<file path="src/hdl/pfes_consts.svh">
`ifndef PFES_CONSTS_SVH
`define PFES_CONSTS_SVH
`define PFES_OFF_CTRL 12'h000
`define PFES_OFF_KEY 12'h004
`define PFES_OFF_PAGE 12'h008
`define PFES_OFF_OFFS 12'h00c
`define PFES_OFF_DATA 12'h010
`define PFES_OFF_STAT 12'h014
`define PFES_BIT_START 15
`define PFES_BIT_WRITE_ENABLE_BIT 14
`define PFES_BIT_ERASE 6
`define PFES_OP_ERASE 4'h2
`define PFES_OP_ROW 4'h1
`define PFES_KEY1 8'h55
`define PFES_KEY2 8'haa
`define PFES_ROW_WORDS 7'h40
`define PFES_BLK_ROWS 4'h8
`define PFES_ROW_TIME_NS 7000
`define PFES_ERASE_TIME_NS 4000
`define PFES_CLK_NS 100
`define PFES_ROW_CYC (`PFES_ROW_TIME_NS / `PFES_CLK_NS)
`define PFES_ERASE_CYC (`PFES_ERASE_TIME_NS / `PFES_CLK_NS)
`endif

</file>
<file path="src/hdl/pfes_pkg.sv">
package pfes_pkg;
	typedef enum logic [1:0] {PFES_IDLE, PFES_ERASE, PFES_ROW} pfes_state_t;
	typedef struct packed {
		logic [15:0] ctrl;
		logic [7:0] page;
		logic [15:0] offs;
	} pfes_regs_t;
endpackage

</file>
<file path="src/hdl/pfes_buf.sv">
`timescale 1ns/1ps
module pfes_buf (
	input wire logic pclk,
	input wire logic we,
	input wire logic [5:0] waddr,
	input wire logic [23:0] wdata,
	input wire logic [5:0] raddr,
	output logic [23:0] rdata
);
	logic [23:0] mem [0:63];

	always_ff @(posedge pclk) begin
		if (we) begin
			mem[waddr] <= wdata;
		end
		rdata <= mem[raddr];
	end
endmodule // pfes_buf

</file>
<file path="src/hdl/pfes_seq.sv">
`timescale 1ns/1ps
`include "pfes_consts.svh"
module pfes_seq
	import pfes_pkg::*;
(
	input wire logic pclk,
	input wire logic presetn,
	input wire logic psel,
	input wire logic penable,
	input wire logic pwrite,
	input wire logic [11:0] paddr,
	input wire logic [31:0] pwdata,
	output logic [31:0] prdata,
	output logic pready,
	output logic pslverr,
	output logic cpu_stall,
	output logic flash_erase,
	output logic flash_prog,
	output logic [7:0] flash_page,
	output logic [15:0] flash_offs,
	output logic [5:0] flash_word,
	output logic flash_word_valid,
	output logic [23:0] flash_wdata
);
	pfes_regs_t regs, next_regs;
	pfes_state_t state, next_state;
	logic [1:0] key, next_key;
	logic [6:0] cnt, next_cnt;
	logic [5:0] widx, next_widx;
	logic [31:0] next_prdata;
	logic next_pready, next_pslverr, next_stall, next_erase, next_prog;
	logic next_wv;
	logic [5:0] next_word;
	logic [23:0] buf_rdata;
	logic wr_acc, rd_setup, buf_we, start_ok;

	localparam int ER_LEN = `PFES_ERASE_CYC;
	localparam int RW_LEN = `PFES_ROW_CYC;

	function automatic logic is_off(input logic [11:0] a,
		input logic [11:0] o);
		is_off = (a == o);
	endfunction

	function automatic logic is_mapped(input logic [11:0] a);
		is_mapped = is_off(a, `PFES_OFF_CTRL) || is_off(a, `PFES_OFF_KEY)
			|| is_off(a, `PFES_OFF_PAGE) || is_off(a, `PFES_OFF_OFFS)
			|| is_off(a, `PFES_OFF_DATA) || is_off(a, `PFES_OFF_STAT);
	endfunction

	assign rd_setup = psel && !penable && !pwrite;
	assign wr_acc = psel && penable && pwrite && pready;
	assign buf_we = wr_acc && is_off(paddr, `PFES_OFF_DATA);

	pfes_buf u_buf (
		.pclk(pclk),
		.we(buf_we),
		.waddr(widx),
		.wdata(pwdata[23:0]),
		.raddr(next_word),
		.rdata(buf_rdata)
	);

	// Start honoured only with fresh key pair and write enable
	assign start_ok = wr_acc && is_off(paddr, `PFES_OFF_CTRL)
		&& pwdata[`PFES_BIT_START] && pwdata[`PFES_BIT_WRITE_ENABLE_BIT]
		&& key == 2'h2 && state == PFES_IDLE;

	always_comb begin
		next_regs = regs;
		next_key = key;
		next_state = state;
		next_cnt = cnt;
		next_widx = widx;
		next_erase = 1'b0;
		next_prog = 1'b0;
		next_wv = 1'b0;
		next_word = flash_word;
		next_stall = cpu_stall;
		next_pready = psel && !penable;
		next_pslverr = 1'b0;
		next_prdata = prdata;
		if (wr_acc) begin
			// Any other register write breaks the key sequence
			next_key = 2'h0;
			if (is_off(paddr, `PFES_OFF_KEY)) begin
				if (pwdata[7:0] == `PFES_KEY1) begin
					next_key = 2'h1;
				end else if (key == 2'h1 && pwdata[7:0] == `PFES_KEY2) begin
					next_key = 2'h2;
				end
			end else if (is_off(paddr, `PFES_OFF_CTRL)) begin
				// Start bit set only by an accepted start; busy
				// writes keep it so completion stays visible
				next_regs.ctrl = {start_ok || regs.ctrl[`PFES_BIT_START],
					pwdata[14:0]};
			end else if (is_off(paddr, `PFES_OFF_PAGE)) begin
				next_regs.page = pwdata[7:0];
			end else if (is_off(paddr, `PFES_OFF_OFFS)) begin
				next_regs.offs = pwdata[15:0];
			end else if (is_off(paddr, `PFES_OFF_DATA)) begin
				next_widx = widx + 6'h1;
			end
		end
		if (rd_setup) begin
			next_prdata = 32'h0;
			if (is_off(paddr, `PFES_OFF_CTRL)) begin
				next_prdata = {16'h0, regs.ctrl};
			end else if (is_off(paddr, `PFES_OFF_PAGE)) begin
				next_prdata = {24'h0, regs.page};
			end else if (is_off(paddr, `PFES_OFF_OFFS)) begin
				next_prdata = {16'h0, regs.offs};
			end else if (is_off(paddr, `PFES_OFF_STAT)) begin
				next_prdata = {24'h0, cpu_stall, state != PFES_IDLE, widx};
			end
		end
		// Error must stand with pready, so decode at setup for both ways
		if (psel && !penable && !is_mapped(paddr)) begin
			next_pslverr = 1'b1;
		end
		case (state)
		PFES_IDLE: begin
			if (start_ok) begin
				next_stall = 1'b1;
				next_cnt = 7'h0;
				next_word = 6'h0;
				if (pwdata[3:0] == `PFES_OP_ERASE
					&& pwdata[`PFES_BIT_ERASE]) begin
					next_state = PFES_ERASE;
					next_erase = 1'b1;
				end else if (pwdata[3:0] == `PFES_OP_ROW
					&& !pwdata[`PFES_BIT_ERASE]) begin
					next_state = PFES_ROW;
					next_prog = 1'b1;
				end else begin
					// Unknown op or erase bit not matching op: finish at once, memory untouched
					next_regs.ctrl[`PFES_BIT_START] = 1'b0;
					next_stall = 1'b0;
				end
			end
		end
		PFES_ERASE: begin
			next_cnt = cnt + 7'h1;
			if (cnt == 7'(`PFES_ERASE_CYC - 1)) begin
				next_state = PFES_IDLE;
				next_stall = 1'b0;
				next_regs.ctrl[`PFES_BIT_START] = 1'b0;
			end
		end
		PFES_ROW: begin
			// One row: 64 buffer words, one per cycle, then settle
			next_cnt = cnt + 7'h1;
			if (cnt < `PFES_ROW_WORDS) begin
				next_wv = 1'b1;
				next_word = cnt[5:0];
			end
			if (cnt == 7'(`PFES_ROW_CYC - 1)) begin
				next_state = PFES_IDLE;
				next_stall = 1'b0;
				next_widx = 6'h0;
				next_regs.ctrl[`PFES_BIT_START] = 1'b0;
			end
		end
		default: begin
			next_state = PFES_IDLE;
		end
		endcase
	end

	always_ff @(posedge pclk or negedge presetn) begin
		if (!presetn) begin
			regs <= '0;
			state <= PFES_IDLE;
			key <= 2'h0;
			cnt <= 7'h0;
			widx <= 6'h0;
			prdata <= 32'h0;
			pready <= 1'b0;
			pslverr <= 1'b0;
			cpu_stall <= 1'b0;
			flash_erase <= 1'b0;
			flash_prog <= 1'b0;
			flash_word <= 6'h0;
			flash_word_valid <= 1'b0;
		end else begin
			regs <= next_regs;
			state <= next_state;
			key <= next_key;
			cnt <= next_cnt;
			widx <= next_widx;
			prdata <= next_prdata;
			pready <= next_pready;
			pslverr <= next_pslverr;
			cpu_stall <= next_stall;
			flash_erase <= next_erase;
			flash_prog <= next_prog;
			flash_word <= next_word;
			flash_word_valid <= next_wv;
		end
	end

	assign flash_page = regs.page;
	assign flash_offs = regs.offs;
	assign flash_wdata = buf_rdata;
endmodule // pfes_seq

</file>
<file path="config.mk">
export PLATFORM = sky130hd
export DESIGN_NAME = pfes_seq
export DESIGN_NICKNAME = d
export VERILOG_FILES = /design/src/hdl/pfes_pkg.sv /design/src/hdl/pfes_buf.sv /design/src/hdl/pfes_seq.sv
export VERILOG_INCLUDE_DIRS = /design/src /design/src/hdl
export SDC_FILE = /design/constraint.sdc
export NUM_CORES = 2
export LEC_CHECK = 0
export BUFFER_PORTS_ARGS = -buffer_cell sky130_fd_sc_hd__buf_2
export CAP_MARGIN = 20
export CORE_MARGIN = 1
export CORE_UTILIZATION = 30
export CTS_BUF_LIST = sky130_fd_sc_hd__clkbuf_8 sky130_fd_sc_hd__clkbuf_16
export DETAILED_ROUTE_END_ITERATION = 16
export PLACE_DENSITY = 0.41
export SETUP_SLACK_MARGIN = 0.3
export SLEW_MARGIN = 10
export SYNTH_ARGS = -nofsm -noshare
export SYNTH_HDL_FRONTEND = slang
export SYNTH_SLANG_ARGS = --single-unit
</file>
<file path="constraint.sdc">
create_clock -name pclk -period 4.2 [get_ports pclk]
set_input_delay 0 -clock pclk [delete_from_list [all_inputs] [get_ports pclk]]
set_output_delay 0 -clock pclk [all_outputs]
set_load 0.01 [all_outputs]
</file>
After elaboration in Yosys (flattened, before gate mapping)

Memories as Yosys holds them, arrays and structs flattened. A register that Yosys moved wholly into a read port is not among the register bits.
Cells that the tools add are included.

Bits in registers: 101
Bits of input ports: 49
Logic and storage cells: 135
Memories: 1
Memory bits (writable): 1,536
Output and inout port bits: 92

Memories:

| memory    | words | width | read ports | clocked after Yosys merged registers in | wr ports | RTL line       | source |
|---|---|---|---|---|---|---|---|
| u_buf.mem | 64    | 24    | 1          | 1                                       | 1        | pfes_buf.sv:10 | `logic [23:0] mem [0:63];` |

Magnitude comparators: 1
Reductions and logical operators: 37
Bitwise operators: 3
Equal/unequal tests: 19
$add $sub $neg: 2
Mux-type cells: 56

Operators by type and width:

| operator                                          | number |
|---|---|
| 2-to-1 mux 16 bit                                 | 6 |
| 2-to-1 mux 40 bit                                 | 2 |
| 2-to-1 mux 6 bit                                  | 10 |
| == test 12 x 4 -> 1 bit, second input constant    | 2 |
| == test 12 x 5 -> 1 bit, second input constant    | 2 |
| 2-to-1 mux 24 bit                                 | 1 |
| 2-to-1 mux 1 bit                                  | 21 |
| 2-to-1 mux 2 bit                                  | 8 |
| 2-to-1 mux 8 bit                                  | 2 |
| logical AND 1 bit                                 | 15 |
| case mux 7 bit (2 select lines)                   | 1 |
| == test 12 x 3 -> 1 bit, second input constant    | 1 |
| logical NOT 12 bit                                | 1 |
| case mux 6 bit (2 select lines)                   | 1 |
| AND reduction 4 bit                               | 3 |
| == test 8 x 7 -> 1 bit, second input constant     | 1 |
| == test 8 bit, second input constant              | 1 |
| adder 7 x 1 -> 7 bit, second input constant       | 1 |
| == test 7 x 6 -> 1 bit, second input constant     | 1 |
| == test 7 bit, second input constant              | 1 |
| less-than comparator 7 bit, second input constant | 1 |
| 2-to-1 mux 7 bit                                  | 1 |
| adder 6 x 1 -> 6 bit, second input constant       | 1 |
| logical OR 1 bit                                  | 6 |
| other kinds (17)                                  | 28 |

Depth between registers and ports, before layout

Depth in word-level cells: 16
Depth in mapped cells: 17
Gate-level depth less buffers: 12

Modules after synthesis

A second synthesis with hierarchy kept.

Cell total of the unflattened synthesis: 3,019
Area, all modules: 63,707.4 um^2

By module, submodules not included:

| module   | area an instance (um^2) | cells an instance | instances | sequential area each (um^2) |
|---|---|---|---|---|
| pfes_buf | 59,295.6                | 2,610             | 1         | 46,604.7 |
| pfes_seq | 4,411.7                 | 409               | 1         | 2,127.0 |

Worst setup path after synthesis

No wires, ideal clock.

Kind: flip-flop to flip-flop
From: register pready
To: memory u_buf.mem[47][0], enable pin
Library setup time: 0.405 ns
Slack: 1.019 ns
Data arrival time: 2.776 ns
Cell stages (with the launch flop): 7
Path buffers: 1
Clock period less this slack: 3.181 ns
Required time: 3.795 ns
Cells stage by stage: dfrtp_1 > nand4_1 > nor3_1 > and2_0 > clkbuf_1 > nand3_1 > nor2_1

Longest elaborated chain between the ends: 4

RTL lines:

| what                                   | RTL line        | source |
|---|---|---|
| start, declared                        | pfes_seq.sv:14  | `output logic pready,` |
| start signal, assigned                 | pfes_seq.sv:192 | `pready <= next_pready;` |
| logical AND 1 bit                      | pfes_seq.sv:52  | `assign wr_acc = psel && penable && pwrite && pready;` |
| logical AND 1 bit                      | pfes_seq.sv:53  | `` assign buf_we = wr_acc && is_off(paddr, `PFES_OFF_DATA); `` |
| 2-to-1 mux 1 bit                       | pfes_buf.sv:13  | `if (we) begin` |
| 2-to-1 mux 1 bit (not written as such) | pfes_buf.sv:14  | `mem[waddr] <= wdata;` |
| end, declared                          | pfes_buf.sv:10  |  |

No other way between the ends.

Worst setup path after layout

From: input paddr[7]
To: register u_buf.rdata[22], read port of u_buf.mem

Longest elaborated chain between the ends: 8

RTL lines:

| what                            | RTL line        | source |
|---|---|---|
| start, declared                 | pfes_seq.sv:11  | `input wire logic [11:0] paddr,` |
| logical NOT 12 bit              | pfes_seq.sv:42  | `is_off = (a == o);` |
| logical AND 1 bit (5 in a row)  | pfes_seq.sv:65  | `` assign start_ok = wr_acc && is_off(paddr, `PFES_OFF_CTRL) `` |
| 2-to-1 mux 6 bit                | pfes_seq.sv:123 | `if (start_ok) begin` |
| case mux 6 bit (2 select lines) | pfes_seq.sv:121 | `case (state)` |
| end, declared                   | pfes_buf.sv:8   | `output logic [23:0] rdata` |

No other way between the ends.
A chain may end at the register's enable or synchronous reset.

==> results.txt <==
* Outcome: finished clean
* Maximum VDD drop: 385 uV
* Clock skew: 0.0338 ns
* Share of final-layout standard cells stronger than drive strength 1: 0.147
- Quantity of I/O buffers inserted on ports: 116
- Clock tree from TritonCTS: built
- Derived from the worst setup path, the maximum achievable clock frequency is 0.261 GHz.
- Remaining DRCs: 0
- Total setup violations reported at the end of the flow: 0
* Number of DRC violations after detailed-routing iteration 0: 3,197
* Number of vias in the routed layout: 39,800
- Most common cell after layout, fill and taps aside: edfxtp_1
- Summed over all failing endpoints, the final setup total negative slack is 0 ns.
- Commonest non-fill, non-tap cells in the layout: edfxtp_1, nand2_1, a21oi_1
* Syn_area_per_cell: 13.7 um2
* Post-synthesis share of cell area spent on and, or, nand and nor gates: 0.115
- TritonCTS sink count: 1,645
* Slowest stage delay, CP: 0.60 ns
* Number of nets in the layout: 5,062
- Across all register-to-register paths, the minimum setup slack is 0.42 ns.
- Post-route minimum period: 3.83 ns
- Max-slew violation count: 0
- In the global route stage, overall resource usage came out at 0.188.
- Number of flops mapped to enable cells by yosys: 1,536
- Count of state elements after synthesis: 1,645
- Floorplan die height: 467 um
- The worst pin sits at a relative slew slack of 0.274.
- The worst hold path begins at pwdata[2].
* Family with the most delay on the worst path: buffers and inverters
- In the finished design, the share of the clock period the worst path needs comes to 0.912.
* Worst min path class: in -> reg
- For this design the top-level I/O count stands at 141.
- Clock input transition at the sequential cells of the worst setup and hold paths: 0.06 ns
* Area growth, synth to finish: 17.9%
- For the worst setup path, the data arrival time is 4.59 ns.
* Count of mapped cells out of synthesis: 4,732
- Clk root buf: clkbuf_16
- Initial cell density of the core: 0.302
- In this run the critical register-to-register path is launched from key[0].
* Placed wire-length estimate: 115,000 um
- The slowest stage of the critical path belongs to the cell dlygate4sd3_1.
* Crit Reg-Reg Endpoint: u_buf.rdata[2]
- Vias per cell: 4.98
* Number of warnings issued by yosys: 0
* Cell breakdown of the critical path: dlygate4sd3_1 -> buf_2 -> nor4_2 -> dlygate4sd3_1 -> nand3_1 -> buf_4 -> o211ai_4 -> and2_4 -> buf_12 -> nor2_4 -> buf_12 -> a32oi_1 -> o21ai_0 -> a2111oi_0 -> a22o_1
* Core Footprint: 215,000 um2
- Adder-cell share of the synthesized area: 0.00135
* Xor-xnor portion of the synthesized cell area: 0.000541
- For this run the aggregate overflow at the end of global routing stands at 0.
- WL final: 207,000 um
* Static leakage power: 26.2 nW
- The worst register-to-register path has a depth of 12.
- Counting both buffers and inverters, the worst setup path holds a total of 6.
- Routability-driven placement finished with a final weighted congestion of 0.782.
- Dividing total power by cell area gives a power density of 443 nW/um2.
* Peak fanout along the critical path: 78
- Hold Path Depth: 5
- Setup repair after global routing could not meet its margin everywhere.
- The worst setup path is of the in -> reg kind.
- Post-placement cell area: 70,000 um2
* Area enclosed by the die boundary: 218,000 um2
* Worst Path Required: 4.95 ns
* Dominant synthesized flop cell: edfxtp_1
- Total iterations of the first detailed-routing run: 6
- In this run the cell area of the synthesized design comes to 64,800 um2.
- In this run the post-CTS setup repair buffer count came out at 0.
- The final-report hold violation count came to 0.
- Main combinational cell family by area after synthesis: simple AND/OR/NAND/NOR gates
- The via count of the first global-routing pass came to 38,900.
- The share of the Yosys chip area taken by registers is 0.752.
* Pin count of the biggest net entering global routing: 169
- After routing the design area is 76,400 um2.
- Transition time of the tightest slew-check pin: 1.09 ns
- Measured along the x axis, the die boundary spans 467 um.
* Count of max-cap constraint violations: 0
- Once detail routing completed, the nets flagged for antenna violations numbered 0.
- The worst hold path terminates at flash_erase.
* H-tree Lvls: 4
- Complex-gate fraction of the synthesized area: 0.0781
* Placement row count: 170
* Bufs on Longest Clock Path: 3
- Cts bufs inserted: 176
* WL/cell: 25.9 um
* First-pass GRT wire length: 295,000 um
- The netlist uses 69 different library cells.
- The portion of synthesized area spent on multiplexers is 0.0277.
- The worst setup path is captured at a register.
- The clock reaches the later pin of the worst-skew pair after 0.81 ns.
- Synth async-reset ratio: 0.0517
- STA classifies the critical path startpoint as a primary input.
- The number of antenna violations at the first check in global routing came to 8.
power breakdown:
group          internal [mW]  switching, mW  leakage, nW
logic                 0.0911          0.409         8.10
clock network           8.87           6.53         2.98
registers               17.9         0.0155         15.1
final cells by class:
class / count / area, um2
diodes: 8 / 20.0
clock buffers: 190 / 4660
clock inverters: 131 / 1010
fillers: 20600 / 138000
inverters: 13 / 77.6
multi-input cells: 2751 / 14900
flip-flops and latches: 1645 / 48700
well taps: 2838 / 3550
repair buffers: 419 / 3500
flip-flops by register name, indices dropped and copies added, names as in the netlist, 2 cells and up:
signal	count
u_buf.mem	1536
u_buf.rdata	24
flash_offs	16
prdata	16
regs	16
flash_page	8
cnt	7
flash_word	6
widx	6
key	2
state	2
stage by stage:
step	worst slack [ns]	power, mW	hold slack, ns	std cells	utilization
2_1_floorplan	1.02	18.4	-0.296	4747	-
3_3_place_gp	0.0801	18.8	0.160	7608	0.326
3_5_place_dp	0.0452	18.8	0.154	7608	0.326
4_1_cts	0.326	34.3	0.164	7986	0.355
5_1_grt	0.191	34.9	0.202	7987	0.356
6_report	0.368	33.9	0.213	7995	0.356
layer usage:
metal,GRT usage,vias to the layer above,wire length (um)
met5,0,-,0
met4,0.0476,0,4330
met3,0.0307,237,9860
met2,0.297,996,95800
met1,0.267,20500,97000
li1,-,18200,-
how the worst max path moves through the flow:
stage	cells after the start	start	slack (ns)	endpoint
global route	15	paddr[7]	0.19	u_buf.rdata[22]
finish	15	paddr[7]	0.37	u_buf.rdata[22]
detailed placement	14	state[0]	0.05	u_buf.rdata[3]
global placement	14	state[0]	0.08	u_buf.rdata[3]
CTS	15	state[0]	0.33	u_buf.rdata[2]
floorplan	6	pready	1.02	u_buf.mem[47][0]
timing repair:
item,in CTS,in global routing
hold endpoints to repair,1281,0
gates resized for setup,7,19
endpoints found under the setup margin,5,21
gates cloned,0,1
hold buffers,57,0
pin swaps,0,0
kinds of logic after synthesis:
kind of cell	count (synthesis)
other	1
multiplexers	173
flip-flops	1645
XOR/XNOR	4
AO/OA/AOI/OAI	771
adder cells (fa/ha/maj)	7
AND/OR/NAND/NOR	1780
buffers and inverters	351
cell usage after synthesis (10+ instances only):
master | instances | area (um2)
a211oi_1 | 26 | 195
a21oi_1 | 329 | 1650
a221oi_1 | 25 | 219
a22oi_1 | 10 | 75.1
a31oi_1 | 52 | 325
a32o_1 | 70 | 701
a32oi_1 | 71 | 622
and3_1 | 30 | 188
buf_1 | 27 | 101
buf_2 | 101 | 505
buf_4 | 47 | 353
clkbuf_1 | 162 | 608
dfrtp_1 | 85 | 2130
dfxtp_1 | 24 | 480
edfxtp_1 | 1536 | 46100
mux2_2 | 49 | 552
mux2i_1 | 124 | 1240
nand2_1 | 1241 | 4660
nand3_1 | 304 | 1520
nor2_1 | 99 | 372
nor3_1 | 28 | 140
nor4_1 | 28 | 175
o2111ai_1 | 24 | 210
o211ai_1 | 25 | 188
o21ai_0 | 83 | 415
o22ai_1 | 25 | 156
worst register-to-register path: stages, from the launching register on:
cell and delay [ns]:
dfrtp_1 0.39, nand4b_1 0.24, or3_4 0.45, or2_1 0.28
a31oi_4 0.37, inv_4 0.10, buf_4 0.17, a21oi_4 0.57
buf_4 0.29, a221oi_1 0.07, a31oi_1 0.25, a21oi_1 0.22
a32o_1 0.30
(Power assumes the default switching activity.)
